==> config.mk <==
export PLATFORM = sky130hd
export DESIGN_NAME = tcr_tap
export DESIGN_NICKNAME = d
export VERILOG_FILES = /design/src/design/tcr_pkg.sv /design/src/design/tcr_sync2.sv /design/src/design/tcr_tap.sv
export SDC_FILE = /design/constraint.sdc
export NUM_CORES = 1
export LEC_CHECK = 0
export BUFFER_PORTS_ARGS = -buffer_cell sky130_fd_sc_hd__buf_4
export CAP_MARGIN = 25
export CORE_UTILIZATION = 45
export DETAILED_ROUTE_END_ITERATION = 16
export GPL_TIMING_DRIVEN = 0
export PLACE_DENSITY = 0.62
export SYNTH_ARGS = -nofsm -noshare
export SYNTH_HDL_FRONTEND = slang
export SYNTH_SLANG_ARGS = --single-unit
==> constraint.sdc <==
create_clock -name sys_clk -period 2 [get_ports sys_clk]
set_input_delay 0.1 -clock sys_clk [delete_from_list [all_inputs] [get_ports sys_clk]]
set_output_delay 0.1 -clock sys_clk [all_outputs]
set_load 0.01 [all_outputs]
==> src/design/tcr_pkg.sv <==
// Package for the test access port with clock and reset restrictions.
// Assumes a single 200 MHz system clock that samples all test pins.
package tcr_pkg;

	localparam int IR_WIDTH  = 3;
	localparam int BSR_WIDTH = 6;
	localparam int PIN_COUNT = 4;

	// Instruction codes; any code not listed selects the bypass bit.
	localparam logic [IR_WIDTH-1:0] INSTR_EXTEST     = 3'h0;
	localparam logic [IR_WIDTH-1:0] INSTR_SAMPLE     = 3'h1;
	localparam logic [IR_WIDTH-1:0] INSTR_HIGHZ      = 3'h2;
	localparam logic [IR_WIDTH-1:0] INSTR_DRIVE_CTL  = 3'h3;
	localparam logic [IR_WIDTH-1:0] INSTR_POWER_DOWN = 3'h4;
	localparam logic [IR_WIDTH-1:0] INSTR_BYPASS     = 3'h7;
	localparam logic [IR_WIDTH-1:0] IR_CAPTURE_VALUE = 3'h1;
	localparam logic [IR_WIDTH-1:0] IR_RESET_VALUE   = INSTR_BYPASS;

	// Boundary cell positions, bit 0 nearest the serial output.
	localparam int CELL_LOCKED_XFER     = 0;
	localparam int CELL_LOCKED_XFER_END = 1;
	localparam int CELL_XFER_SIZE       = 2;
	localparam int CELL_BUS_REQUEST     = 3;
	localparam int CELL_CTL_IO0         = 4;
	localparam int CELL_CTL_IO1         = 5;
	localparam logic [BSR_WIDTH-1:0] BSR_RESET_VALUE = 6'h00;

	// Bus-clock periods that must still run after first entry to a clock-stoppable instruction.
	localparam logic [1:0] CLK_STOP_BCLK_PERIODS = 2'h2;

	typedef enum logic [3:0] {
		ST_TEST_LOGIC_RESET, ST_RUN_TEST_IDLE,
		ST_SELECT_DR, ST_CAPTURE_DR, ST_SHIFT_DR, ST_EXIT1_DR, ST_PAUSE_DR, ST_EXIT2_DR, ST_UPDATE_DR,
		ST_SELECT_IR, ST_CAPTURE_IR, ST_SHIFT_IR, ST_EXIT1_IR, ST_PAUSE_IR, ST_EXIT2_IR, ST_UPDATE_IR
	} tcr_state_type;

	// Pins sampled from outside the system clock domain.
	typedef struct packed {
		logic tck;
		logic tms;
		logic tdi;
		logic bclk;
		logic pclk;
	} tcr_pins_type;

	// Driven value and enable of each boundary-controlled output pin.
	typedef struct packed {
		logic [PIN_COUNT-1:0] value;
		logic [PIN_COUNT-1:0] oe;
	} tcr_drive_type;

endpackage : tcr_pkg

==> src/design/tcr_sync2.sv <==
// Two-stage synchroniser for the bundle of asynchronous test and clock pins.
// Assumes the inputs change independently of sys_clk.
`timescale 1ns/1ps
module tcr_sync2 (
	input  wire logic                  sys_clk,
	input  wire logic                  rst,
	input  wire tcr_pkg::tcr_pins_type pins_async,
	output      tcr_pkg::tcr_pins_type pins_sync
);
	import tcr_pkg::*;

	tcr_pins_type stage1_reg;
	tcr_pins_type stage2_reg;

	always_ff @(posedge sys_clk or posedge rst)
	begin
		if (rst)
		begin
			stage1_reg <= '0;
			stage2_reg <= '0;
		end
		else
		begin
			stage1_reg <= pins_async;
			stage2_reg <= stage1_reg;
		end
	end

	assign pins_sync = stage2_reg;

endmodule : tcr_sync2

==> src/design/tcr_tap.sv <==
// Test access port controller with boundary cells and clock-stop sequencing.
// Assumes tck, tms, tdi, trst_n and the bus and processor clocks arrive asynchronously
// and are much slower than sys_clk, so edges can be found by sampling.
`timescale 1ns/1ps
// What this block does
// - Test logic is static; a stopped test clock never loses state.
// - After first entry, two more bus-clock periods pass the internal reset.
// - Switching among the four clock-stoppable instructions needs no system clocks.
// - Test reset forces test-logic-reset asynchronously, without test clock edges.
// - Test mode select is sampled on each rising test clock edge.
// - Release on a rising edge with select low yields reset or idle only.
// - Select low for two periods after release lands in run-test/idle.
// - After a reset pulse, stay in reset until a rising edge with select low.
// - Control cell io.1 enables the locked-transfer and locked-transfer-end outputs.
// - All output-enable control cells clear while in test-logic-reset.
// - Output-only cells go high impedance under the high-impedance instruction.
module tcr_tap (
	input  wire logic                   sys_clk,
	input  wire logic                   rst,
	input  wire logic                   trst_n,
	input  wire tcr_pkg::tcr_pins_type  pins_async,
	input  wire tcr_pkg::tcr_drive_type core_drive,
	output      logic                   tdo,
	output      logic                   tdo_oe,
	output      tcr_pkg::tcr_drive_type pin_drive,
	output      logic                   core_reset,
	output      logic                   clocks_free,
	output      logic                   in_test_logic_reset
);
	import tcr_pkg::*;

	tcr_pins_type               pins_sync;
	logic                       tck_prev_reg;
	logic                       bclk_prev_reg;
	logic                       release_stage_reg;
	logic                       release_hold_reg;
	tcr_state_type              state_reg;
	tcr_state_type              state_next;
	logic [IR_WIDTH-1:0]        ir_shift_reg;
	logic [IR_WIDTH-1:0]        instr_reg;
	logic [BSR_WIDTH-1:0]       bsr_shift_reg;
	logic [BSR_WIDTH-1:0]       bsr_update_reg;
	logic                       bypass_reg;
	logic                       tdo_reg;
	logic                       tdo_oe_reg;
	tcr_drive_type              pin_drive_reg;
	tcr_drive_type              pin_drive_next;
	logic                       was_stoppable_reg;
	logic [1:0]                 bclk_count_reg;
	logic                       core_reset_reg;
	logic                       clocks_free_reg;
	logic                       tap_arst;
	logic                       tck_rise;
	logic                       tck_fall;
	logic                       bclk_rise;
	logic                       sel_extest;
	logic                       sel_highz;
	logic                       sel_drive;
	logic                       sel_power_down;
	logic                       sel_bsr;
	logic                       stoppable;
	logic                       first_entry;
	logic                       last_bclk;
	logic                       scan_drives;
	logic [BSR_WIDTH-1:0]       bsr_capture;

	tcr_sync2 u_sync (
		.sys_clk    (sys_clk),
		.rst        (rst),
		.pins_async (pins_async),
		.pins_sync  (pins_sync)
	);

	// Test reset acts with no clock at all; only its release is retimed.
	assign tap_arst  = rst | ~trst_n;
	assign tck_rise  = pins_sync.tck & ~tck_prev_reg;
	assign tck_fall  = ~pins_sync.tck & tck_prev_reg;
	assign bclk_rise = pins_sync.bclk & ~bclk_prev_reg;

	assign sel_extest     = (instr_reg == INSTR_EXTEST);
	assign sel_highz      = (instr_reg == INSTR_HIGHZ);
	assign sel_drive      = (instr_reg == INSTR_DRIVE_CTL);
	assign sel_power_down = (instr_reg == INSTR_POWER_DOWN);
	assign sel_bsr        = sel_extest | sel_drive | (instr_reg == INSTR_SAMPLE);
	assign stoppable      = sel_extest | sel_highz | sel_drive | sel_power_down;
	assign first_entry    = stoppable & ~was_stoppable_reg;
	assign last_bclk      = bclk_rise & (bclk_count_reg == CLK_STOP_BCLK_PERIODS);
	assign scan_drives    = sel_extest | sel_drive;

	// Capture looks at what the core would put on the pins, cells and enables alike.
	assign bsr_capture = {core_drive.oe[CELL_LOCKED_XFER], core_drive.oe[CELL_XFER_SIZE],
		core_drive.value};

	// The whole controller holds its state between sampled edges, so tck may stop at any level.
	always_comb
	begin
		state_next = state_reg;
		unique case (state_reg)
			ST_TEST_LOGIC_RESET: state_next = pins_sync.tms ? ST_TEST_LOGIC_RESET : ST_RUN_TEST_IDLE;
			ST_RUN_TEST_IDLE:    state_next = pins_sync.tms ? ST_SELECT_DR : ST_RUN_TEST_IDLE;
			ST_SELECT_DR:        state_next = pins_sync.tms ? ST_SELECT_IR : ST_CAPTURE_DR;
			ST_CAPTURE_DR:       state_next = pins_sync.tms ? ST_EXIT1_DR : ST_SHIFT_DR;
			ST_SHIFT_DR:         state_next = pins_sync.tms ? ST_EXIT1_DR : ST_SHIFT_DR;
			ST_EXIT1_DR:         state_next = pins_sync.tms ? ST_UPDATE_DR : ST_PAUSE_DR;
			ST_PAUSE_DR:         state_next = pins_sync.tms ? ST_EXIT2_DR : ST_PAUSE_DR;
			ST_EXIT2_DR:         state_next = pins_sync.tms ? ST_UPDATE_DR : ST_SHIFT_DR;
			ST_UPDATE_DR:        state_next = pins_sync.tms ? ST_SELECT_DR : ST_RUN_TEST_IDLE;
			ST_SELECT_IR:        state_next = pins_sync.tms ? ST_TEST_LOGIC_RESET : ST_CAPTURE_IR;
			ST_CAPTURE_IR:       state_next = pins_sync.tms ? ST_EXIT1_IR : ST_SHIFT_IR;
			ST_SHIFT_IR:         state_next = pins_sync.tms ? ST_EXIT1_IR : ST_SHIFT_IR;
			ST_EXIT1_IR:         state_next = pins_sync.tms ? ST_UPDATE_IR : ST_PAUSE_IR;
			ST_PAUSE_IR:         state_next = pins_sync.tms ? ST_EXIT2_IR : ST_PAUSE_IR;
			ST_EXIT2_IR:         state_next = pins_sync.tms ? ST_UPDATE_IR : ST_SHIFT_IR;
			ST_UPDATE_IR:        state_next = pins_sync.tms ? ST_SELECT_DR : ST_RUN_TEST_IDLE;
		endcase
	end

	// Pin drive: extest and drive-control take the pins from the update cells; high-impedance and power-down clear all enables; the rest take the core drive.
	always_comb
	begin
		pin_drive_next = core_drive;
		if (scan_drives)
		begin
			pin_drive_next.value = bsr_update_reg[PIN_COUNT-1:0];
			pin_drive_next.oe[CELL_LOCKED_XFER]     = bsr_update_reg[CELL_CTL_IO1];
			pin_drive_next.oe[CELL_LOCKED_XFER_END] = bsr_update_reg[CELL_CTL_IO1];
			pin_drive_next.oe[CELL_XFER_SIZE]       = bsr_update_reg[CELL_CTL_IO0];
			pin_drive_next.oe[CELL_BUS_REQUEST]     = 1'b1;
		end
		else if (sel_highz | sel_power_down)
		begin
			pin_drive_next.oe = '0;
		end
	end

	// Release of test reset is taken two sys_clk edges late; until then the controller sits in reset.
	always_ff @(posedge sys_clk or posedge tap_arst)
	begin
		if (tap_arst)
		begin
			release_stage_reg <= 1'b1;
			release_hold_reg  <= 1'b1;
		end
		else
		begin
			release_stage_reg <= 1'b0;
			release_hold_reg  <= release_stage_reg;
		end
	end

	always_ff @(posedge sys_clk or posedge rst)
	begin
		if (rst)
		begin
			tck_prev_reg  <= 1'b0;
			bclk_prev_reg <= 1'b0;
		end
		else
		begin
			tck_prev_reg  <= pins_sync.tck;
			bclk_prev_reg <= pins_sync.bclk;
		end
	end

	// A release landing on a rising edge with select low ends in reset or idle, never elsewhere.
	always_ff @(posedge sys_clk or posedge tap_arst)
	begin
		if (tap_arst)
			state_reg <= ST_TEST_LOGIC_RESET;
		else if (release_hold_reg)
			state_reg <= ST_TEST_LOGIC_RESET;
		else if (tck_rise)
			state_reg <= state_next;
	end

	always_ff @(posedge sys_clk or posedge tap_arst)
	begin
		if (tap_arst)
		begin
			ir_shift_reg   <= IR_RESET_VALUE;
			instr_reg      <= IR_RESET_VALUE;
			bsr_shift_reg  <= BSR_RESET_VALUE;
			bsr_update_reg <= BSR_RESET_VALUE;
			bypass_reg     <= 1'b0;
		end
		else if (state_reg == ST_TEST_LOGIC_RESET)
		begin
			instr_reg      <= IR_RESET_VALUE;
			bsr_update_reg <= BSR_RESET_VALUE;
		end
		else if (tck_rise)
		begin
			unique case (state_reg)
				ST_CAPTURE_IR: ir_shift_reg <= IR_CAPTURE_VALUE;
				ST_SHIFT_IR:   ir_shift_reg <= {pins_sync.tdi, ir_shift_reg[IR_WIDTH-1:1]};
				ST_CAPTURE_DR:
				begin
					bypass_reg <= 1'b0;
					if (sel_bsr)
						bsr_shift_reg <= bsr_capture;
				end
				ST_SHIFT_DR:
				begin
					bypass_reg <= pins_sync.tdi;
					if (sel_bsr)
						bsr_shift_reg <= {pins_sync.tdi, bsr_shift_reg[BSR_WIDTH-1:1]};
				end
				default: ;
			endcase
		end
		else if (tck_fall)
		begin
			// Switching among clock-stoppable instructions uses only the test clock.
			if (state_reg == ST_UPDATE_IR)
				instr_reg <= ir_shift_reg;
			if (state_reg == ST_UPDATE_DR && sel_bsr)
				bsr_update_reg <= bsr_shift_reg;
		end
	end

	// Serial output changes on the falling test clock edge and is enabled only while shifting.
	always_ff @(posedge sys_clk or posedge tap_arst)
	begin
		if (tap_arst)
		begin
			tdo_reg    <= 1'b0;
			tdo_oe_reg <= 1'b0;
		end
		else if (tck_fall)
		begin
			tdo_oe_reg <= (state_reg == ST_SHIFT_IR) | (state_reg == ST_SHIFT_DR);
			if (state_reg == ST_SHIFT_IR)
				tdo_reg <= ir_shift_reg[0];
			else if (sel_bsr)
				tdo_reg <= bsr_shift_reg[0];
			else
				tdo_reg <= bypass_reg;
		end
	end

	// The internal reset must cross into the bus-clock domain. The first synchronised bus-clock edge
	// may predate the reset by the sync lag, so one edge beyond the two periods is waited for.
	always_ff @(posedge sys_clk or posedge rst)
	begin
		if (rst)
		begin
			was_stoppable_reg <= 1'b0;
			bclk_count_reg    <= 2'h0;
			core_reset_reg    <= 1'b0;
			clocks_free_reg   <= 1'b0;
		end
		else if (!stoppable)
		begin
			was_stoppable_reg <= 1'b0;
			bclk_count_reg    <= 2'h0;
			core_reset_reg    <= 1'b0;
			clocks_free_reg   <= 1'b0;
		end
		else if (first_entry)
		begin
			was_stoppable_reg <= 1'b1;
			bclk_count_reg    <= 2'h0;
			core_reset_reg    <= 1'b1;
			clocks_free_reg   <= 1'b0;
		end
		else if (core_reset_reg && bclk_rise)
		begin
			bclk_count_reg  <= bclk_count_reg + 2'h1;
			core_reset_reg  <= ~last_bclk;
			clocks_free_reg <= last_bclk;
		end
	end

	always_ff @(posedge sys_clk or posedge rst)
	begin
		if (rst)
			pin_drive_reg <= '0;
		else
			pin_drive_reg <= pin_drive_next;
	end

	assign tdo                 = tdo_reg;
	assign tdo_oe              = tdo_oe_reg;
	assign pin_drive           = pin_drive_reg;
	assign core_reset          = core_reset_reg;
	assign clocks_free         = clocks_free_reg;
	assign in_test_logic_reset = (state_reg == ST_TEST_LOGIC_RESET);

endmodule : tcr_tap

Yosys cells after proc, flatten, opt, wreduce, memory -nomap -nowiden. Cells that the tools add are included.

Input bits: 16. Output and inout port bits: 13. Bits in registers: 50.

Bitwise logic cells: 20. Reductions and logical operators: 18. Equality and inequality tests: 25. Muxes and demuxes: 44. $add $sub $neg: 1.

Operators with widths (count): case mux 4 bit (12 select lines) (1); two-way mux 4 bit (9); two-way mux 6 bit (6); equality test 4 bit (second input constant) (8); two-way mux 3 bit (6); equality test 4 x 3 -> 1 bit (second input constant) (4); two-way mux 1 bit (13); two-way mux 2 bit (6); case mux 6 bit (2 select lines) (1); AND reduction 3 bit (4); nonzero test 2 bit (6); equality test 4 x 2 -> 1 bit (second input constant) (2); bitwise OR 1 bit (8); inverter 1 bit (7); equality test 3 x 2 -> 1 bit (second input constant) (2); inequality test 2 bit (second input constant) (3); case mux 3 bit (2 select lines) (1); bitwise AND 1 bit (5); AND reduction 5 bit (1); equality test 4 x 1 -> 1 bit (second input constant) (1); logical NOT 4 bit (1); OR reduction 2 bit (2); equality test 3 x 1 -> 1 bit (second input constant) (1); equality test 3 bit (second input constant) (1); 8 further kinds (9).

Logic depth before layout (Yosys ltp). Gate-level depths: netlist of the first run.

Word-level depth: 8. Depth in mapped cells: 6. Mapped depth without buffers: 5.

Cells and area by module. From an unflattened synthesis of the first run, not the netlist that was laid out.

Cells, all modules: 200. Area total of the unflattened synthesis: 2245.9 um^2.

By module, submodules not included: tcr_tap (instances 1, cells an instance 189, seq. area each 1061.0 um^2, area an instance 1991.9 um^2); tcr_sync2 (instances 1, cells an instance 11, seq. area each 250.2 um^2, area an instance 254.0 um^2).

Worst setup path before layout of the first run. Ideal clock, no wire load.

Kind: register to register. From: reg state_reg[0]. To: reg bsr_update_reg[0]. Setup slack: 0.224 ns. Library setup time: 0.122 ns. Arrival time: 1.653 ns. Cell stages (with the launch flop): 6. Cells stage by stage: dfrtp_1 buf_6 or4b_4 nor4_4 mux2i_1 nor2_2.

Longest elaborated chain between the ends: 4. Elaborated cells on any way between the ends: 8. Those cells by class: 2 x eq/ne; 1 x mux; 5 x reduce/logical.

Ends and longest elaborated chain: start, declared (RTL line tcr_tap.sv:37) `tcr_state_type state_reg;`; start signal, assigned (RTL line tcr_tap.sv:173) `state_reg <= state_next;`; equality test 4 bit (RTL line tcr_tap.sv:216) `if (state_reg == ST_UPDATE_DR && sel_bsr)`; logical AND 1 bit (RTL line tcr_tap.sv:216); nonzero test 2 bit (no source line); AND reduction 3 bit (no source line); end signal, assigned (RTL line tcr_tap.sv:217) `bsr_update_reg <= bsr_shift_reg;`; end, declared (RTL line tcr_tap.sv:42) `logic [BSR_WIDTH-1:0] bsr_update_reg;`.

Several ways; a longest one is shown, not always the timed one. A chain may end at the register's enable or synchronous reset.

Worst setup path in the final report of the first run.
From: reg state_reg[3]. To: out in_test_logic_reset.

Longest elaborated chain between the ends: 1.

Ends and longest elaborated chain: logical NOT 4 bit (RTL line tcr_tap.sv:287) `assign in_test_logic_reset = (state_reg == ST_TEST_LOGIC_RESET);`; end, declared (RTL line tcr_tap.sv:28) `output logic in_test_logic_reset`.

No other way between the ends.

==> qor.yml, run 1 <==
path_class: "reg -> out"
dr.first_iter.drc_count: 82
worstHoldPathType: "in -> async"
avgSynthCellArea_um2: 11.16
synth-edff-count: 0
area_growth_pct: 22.71
status: "finished with violations"
endpoint_kind: "output pin"
gr-total-overflow: 0
gr-usage-all-layers_pct: 18.81
largest_register_ffs: 8
tightest_slew_ns: 0.8729
drt-wirelength-per-cell_um: 14.05
start_util_pct: 46.54
htreeDepth: 2
cts_inserted_buffers: 5
ys_ff_latch: 50
min_period_ns: 1.913
syn_area_um2: 2198
gp_congestion: 0.7960
dieArea_um2: 5169
ant_nets: 0
clk_latency_ns: 0.30
synthArstFlopShare_pct: 100.0
rows: 25
violations: "hold timing"
min_period_over_period_pct: 95.67
rrSetupSlack_ns: 0.11
layout_common_cells: "42 x dfrtp_1, 28 x buf_4, 21 x nor2_1, 12 x a21oi_1, 12 x mux2i_1"
reg2regPathDepth: 6
ctsRootBufferMaster: "clkbuf_8"
yosys.cell_types.count: 45
slew_headroom_pct: 41.74
wl_met2_um: 2057
ys_seq_area_share_pct: 57.37
synthCells: 197
met3_length_um: 162
ys_warn_count: 0
drive_gt1_share_pct: 25.73
synth_fp_nets: 214
worstPathMaxFanout: 10
timing.hold.ws_ns: -0.01196
dpl.hpwl_um: 3119
ios: 29
design.core.area_um2: 4723
clk_path_buf_depth: 2
wl_um: 4327
rr_endpoint: "bsr_update_reg[2]"
grt_max_degree: 24
dr.pass1.iters: 4
max_freq_ghz: 0.5226
die_h_um: 71.90
drc: 0
tritoncts: "done"
final_common_cell: "dfrtp_1"
cp.required_ns: 1.90
p_total_uw: 2145
final_nets: 257
crit_arrival_ns: 1.81
rr_startpoint: "state_reg[0]"
placed_cells_incl_taps: 292
clk_pin_slew_worst_paths_ns: 0.09
p_leak_uw: 0.001115
setup_viol: 0
synth_flop_cell: "dfrtp_1"
cts_sinks: 50
io_buffers: 27
drv_cap: 0
grt_pass1_vias: 1569
vias_per_cell: 5.188
fin_util_pct: 57.11
startpoint_type: "flip-flop"
instances_no_fill: 308
grt_setup_unrepaired: "false"
met1_length_um: 2060
die_w_um: 71.90
grt_pass1_wl_um: 7527
diodes: 0
antenna_found_initial: 0
finClkSkew_ns: 0.008104
pwr_density_cell_nw_per_um2: 795.1
vias: 1598
slew_viol_final: 0
hold_viol: 23
vdd_drop_max_mv: 0.4575
highest_layer: "met4"
synthesized netlist by cell type (2+ instances only):
cell type / instances / area share [%]
a211oi_1: 5 / 1.7
a21o_1: 4 / 1.4
a21oi_1: 12 / 2.7
a22o_1: 3 / 1.2
a311oi_1: 2 / 0.80
a31oi_1: 4 / 1.1
and2_1: 2 / 0.57
clkbuf_1: 7 / 1.2
dfrtp_1: 42 / 48
dfstp_2: 8 / 9.6
inv_1: 6 / 1.0
inv_2: 2 / 0.34
mux2_1: 4 / 2.0
mux2i_1: 12 / 5.5
nand2_1: 8 / 1.4
nand2b_1: 6 / 1.7
nand3_1: 3 / 0.68
nor2_1: 21 / 3.6
nor2_2: 6 / 1.7
nor2b_1: 7 / 2.0
nor3_1: 3 / 0.68
o21ai_0: 3 / 0.68
o21ai_1: 3 / 0.68
o31ai_1: 2 / 0.68
or3b_1: 2 / 0.80
critical path: stages (launching register included):
cell and delay (ns):
dfrtp_1 0.41, clkbuf_2 0.20, or4_4 0.60, inv_4 0.15, buf_4 0.14
logic make-up (layout without fill, tap and decap cells):
family	Yosys count	count (layout)	share of synthesized area [%]
simple gates	65	65	16.56
flops	50	50	57.37
compound gates	44	44	13.55
buf+inv	18	62	3.472
mux	16	16	7.513
xor+xnor	2	2	0.7970
fa+ha+maj	1	1	0.5691
other cells	1	1	0.1706
power by group:
part           switching [µW]  internal, µW
clock                     324           278
combinational             206           175
sequential               53.3          1110
total                     584          1560
worst max-delay path by stage:
stage | from | end | slack [ns] | depth (start not counted)
4_1_cts | state_reg[0] | bsr_update_reg[2] | 0.03 | 5
2_1_floorplan | state_reg[0] | bsr_update_reg[0] | 0.22 | 5
3_3_place_gp | rst | bsr_update_reg[2] | -0.44 | 2
5_1_grt | state_reg[2] | instr_reg[2] | 0.007 | 5
3_5_place_dp | state_reg[0] | bsr_update_reg[2] | 0.04 | 5
6_report | state_reg[3] | in_test_logic_reset | 0.09 | 4
timing repair:
item	CTS	global route
endpoints found under the hold margin	8	0
setup endpoints to repair	1	9
hold buffers	7	0
resized for setup	2	4
gates cloned	0	0
buffers inserted	0	1
pin swaps	0	1
area by class of cell:
type / count / area, µm²
Clock inverter: 2 / 12.51
Buffer: 10 / 50.05
Fill cell: 419 / 2026
Tap cell: 67 / 83.83
Multi-Input combinational cell: 129 / 879.6
Inverter: 8 / 32.53
Timing Repair Buffer: 36 / 295.3
Sequential cell: 50 / 1261
Clock buffer: 6 / 82.58
per-stage QoR:
step	cell area (µm²)	worst slack (ns)	setup TNS [ns]	hold slack (ns)
floorplan	2198	0.2241	0	0.1019
global placement	2485	-0.4401	-8.348	0.2095
detailed placement	2502	0.04252	0	0.2102
CTS	2674	0.03112	0	0.01051
global route	2698	0.006989	0	0.01091
finish	2698	0.08650	0	-0.01196
routing by layer:
metal / up-vias / track usage (%)
met5: - / 0
met4: 0 / 4.575
met3: 5 / 4.306
met2: 35 / 30.29
met1: 786 / 26.16
li1: 772 / -
Power figures use the tool's default switching activity.
==> inputs of run 2 (changes only) <==
- clock period: 2 -> 2.1 ns (I/O delays scaled with it)
==> run 2 against run 1 <==
The flow still finishes with violations (hold timing). Clock power is 4.6% lower. Final area is 0.88% lower. Largest cell class unchanged. Sequential share of layout area is 0.42 points higher. Routed wire length is 0.30% higher. Setup slack better by 0.046 ns.
==> qor.yml, run 2 (same netlist as run 1, synthesis figures left out) <==
tns_ns: 0  # unchanged
wl_um: 4340  # +0.30%
status: "finished with violations"
tightest_slew_ns: 0.8729  # unchanged
drv_cap: 0  # unchanged
vias_per_cell: 5.248  # +1.1%
rows: 25  # unchanged
switchingPower_uw: 554.5  # -5.0%
drive_gt1_share_pct: 25.00  # -0.73 points
vias: 1611  # +0.81%
htreeDepth: 2  # unchanged
fin_util_pct: 56.61  # -0.50 points
ant_nets: 0  # unchanged
stdcell_area_um2: 2674  # -0.88%
area_growth_pct: 21.63
slew_headroom_pct: 41.74  # unchanged
grt_max_degree: 24  # unchanged
combPwrFrac_pct: 17.7  # about the same
grt_pass1_wl_um: 7493  # -0.45%
clock_power_share_pct: 28.2  # about the same
timing.hold.ws_ns: -0.007354  # +0.004603 ns
place_area_um2: 2502  # unchanged
die_w_um: 71.90  # unchanged
p_leak_uw: 0.001107  # -0.73%
gr-total-overflow: 0  # unchanged
endpoint_kind: "output pin"
finClkSkew_ns: 0.007987  # -0.0001166 ns
final_common_cell: "dfrtp_1"
grt_setup_unrepaired: "false"
max_freq_ghz: 0.5082
worstPathMaxFanout: 10  # unchanged
ctsRootBufferMaster: "clkbuf_8"
layout_common_cells: "42 x dfrtp_1, 27 x buf_4, 21 x nor2_1, 12 x a21oi_1, 12 x mux2i_1"
clk_pin_slew_worst_paths_ns: 0.09  # about the same
p_sw_share_pct: 27.17  # -0.049 points
min_period_ns: 1.968
largest_register_ffs: 8  # unchanged
dpl.hpwl_um: 3119  # unchanged
critical_path.max_stage_delay_ns: 0.63  # +0.03 ns
cts_inserted_buffers: 5  # unchanged
violations: "hold timing"
gr-usage-all-layers_pct: 18.72  # -0.091 points
drt-wirelength-per-cell_um: 14.14  # +0.63%
p_seq_share_pct: 54.2  # about the same
clk_path_buf_depth: 2  # unchanged
p_int_uw: 1486  # -4.8%
drc: 0  # unchanged
post-cts-setup-buffers: 0  # unchanged
critPathSlowestCell: "or4_4"
design.core.area_um2: 4723  # unchanged
path_buf_inv: 3  # unchanged
crit_arrival_ns: 1.86  # +0.05 ns
ios: 29  # unchanged
pwr_density_cell_nw_per_um2: 763.3  # -4.0%
grt_pass1_vias: 1563  # -0.38%
vdd_drop_max_mv: 0.4359  # -4.7%
setup_viol: 0  # unchanged
cp_cell_sequence: "clkbuf_1, or4_4, inv_4, buf_4"
path_class: "reg -> out"
worstHoldPathType: "in -> async"
die_h_um: 71.90  # unchanged
min_period_over_period_pct: 93.70
slew_viol_final: 0  # unchanged
place_ws_ns: 0.1425  # +0.1000 ns
tritoncts: "done"
hold_viol: 12  # -48%
worst_slack_ns: 0.1323  # +0.04575 ns
antenna_found_initial: 0  # unchanged
final_nets: 256  # -0.39%
io_buffers: 27  # unchanged
gp_congestion: 0.7960  # unchanged
dr.first_iter.drc_count: 84  # +2.4%
cp_top_family: "simple AND/OR/NAND/NOR gates"
diodes: 0  # unchanged
dr.pass1.iters: 4  # unchanged
cts_sinks: 50  # unchanged
startpoint_type: "flip-flop"
dieArea_um2: 5169  # unchanged
start_util_pct: 46.54  # unchanged
cp.required_ns: 2.00  # +0.10 ns
clk_latency_ns: 0.30  # about the same
run 2: worst paths after layout:
| check | slack, ns | end | start | depth (start not counted) |
|---|---|---|---|---|
| setup / recovery | 0.13 | in_test_logic_reset | state_reg[3] | 4 |
| hold / removal | -0.007 | pin_drive[3] | rst | 2 |
| setup reg to reg | 0.15 | bsr_update_reg[2] | state_reg[0] | 5 |
| hold reg to reg | 0.35 | u_sync.pins_sync[2] | u_sync.stage1_reg[2] | 0 |
| max in group asynchronous | 0.79 | state_reg[0] | trst_n | 4 |
| min in group sys_clk | 0.02 | pin_drive[7] | core_drive[7] | 2 |
run 2: cell type report:
cell class | count | area (µm²)
fillers | 425 | 2049
repair buffers | 35 | 287.8
well taps | 67 | 83.83
clock inverters | 2 | 12.51
flip-flops and latches | 50 | 1261
multi-input cells | 129 | 867.1
inverters | 8 | 32.53
clock buffers | 6 | 82.58
plain buffers | 10 | 46.29
run 2: per-stage QoR:
| stage | hold slack (ns) | std cells | total power [µW] |
|---|---|---|---|
| 2_1_floorplan | 0.1069 | 197 | 1328 |
| 3_3_place_gp | 0.2145 | 291 | 1456 |
| 3_5_place_dp | 0.2152 | 292 | 1475 |
| 4_1_cts | 0.01551 | 307 | 2067 |
| 5_1_grt | 0.01591 | 307 | 2152 |
| 6_report | -0.007354 | 307 | 2041 |
run 2: repair_timing:
action,in CTS,in global routing
hold buffers,7,0
endpoints found under the hold margin,8,0
resized for setup,0,2
endpoints found under the setup margin,0,1
run 2: power groups by stage:
stage                     registers, µW  clock network [µW]  logic [µW]
after CTS                          1110                 599         363
final                              1110                 575         361
after global placement             1120                   0         337
after floorplan                    1130                   0         198
after detailed placement           1120                   0         351
after global routing               1120                 636         399
run 2: per-layer routing:
metal	track usage [%]	wire, µm	vias to the layer above
met4	4.575	51	0
met5	0	0	-
met2	30.29	2106	40
met3	4.306	184	6
met1	25.88	1998	794
li1	-	-	771
run 2: worst register-to-register path: cells and delay by family (launching register included):
kind / cells / cell delay, ns
DFF: 1 / 0.38
muxes: 1 / 0.29
and+or+nand+nor: 3 / 1.03
buffers and inverters: 1 / 0.13
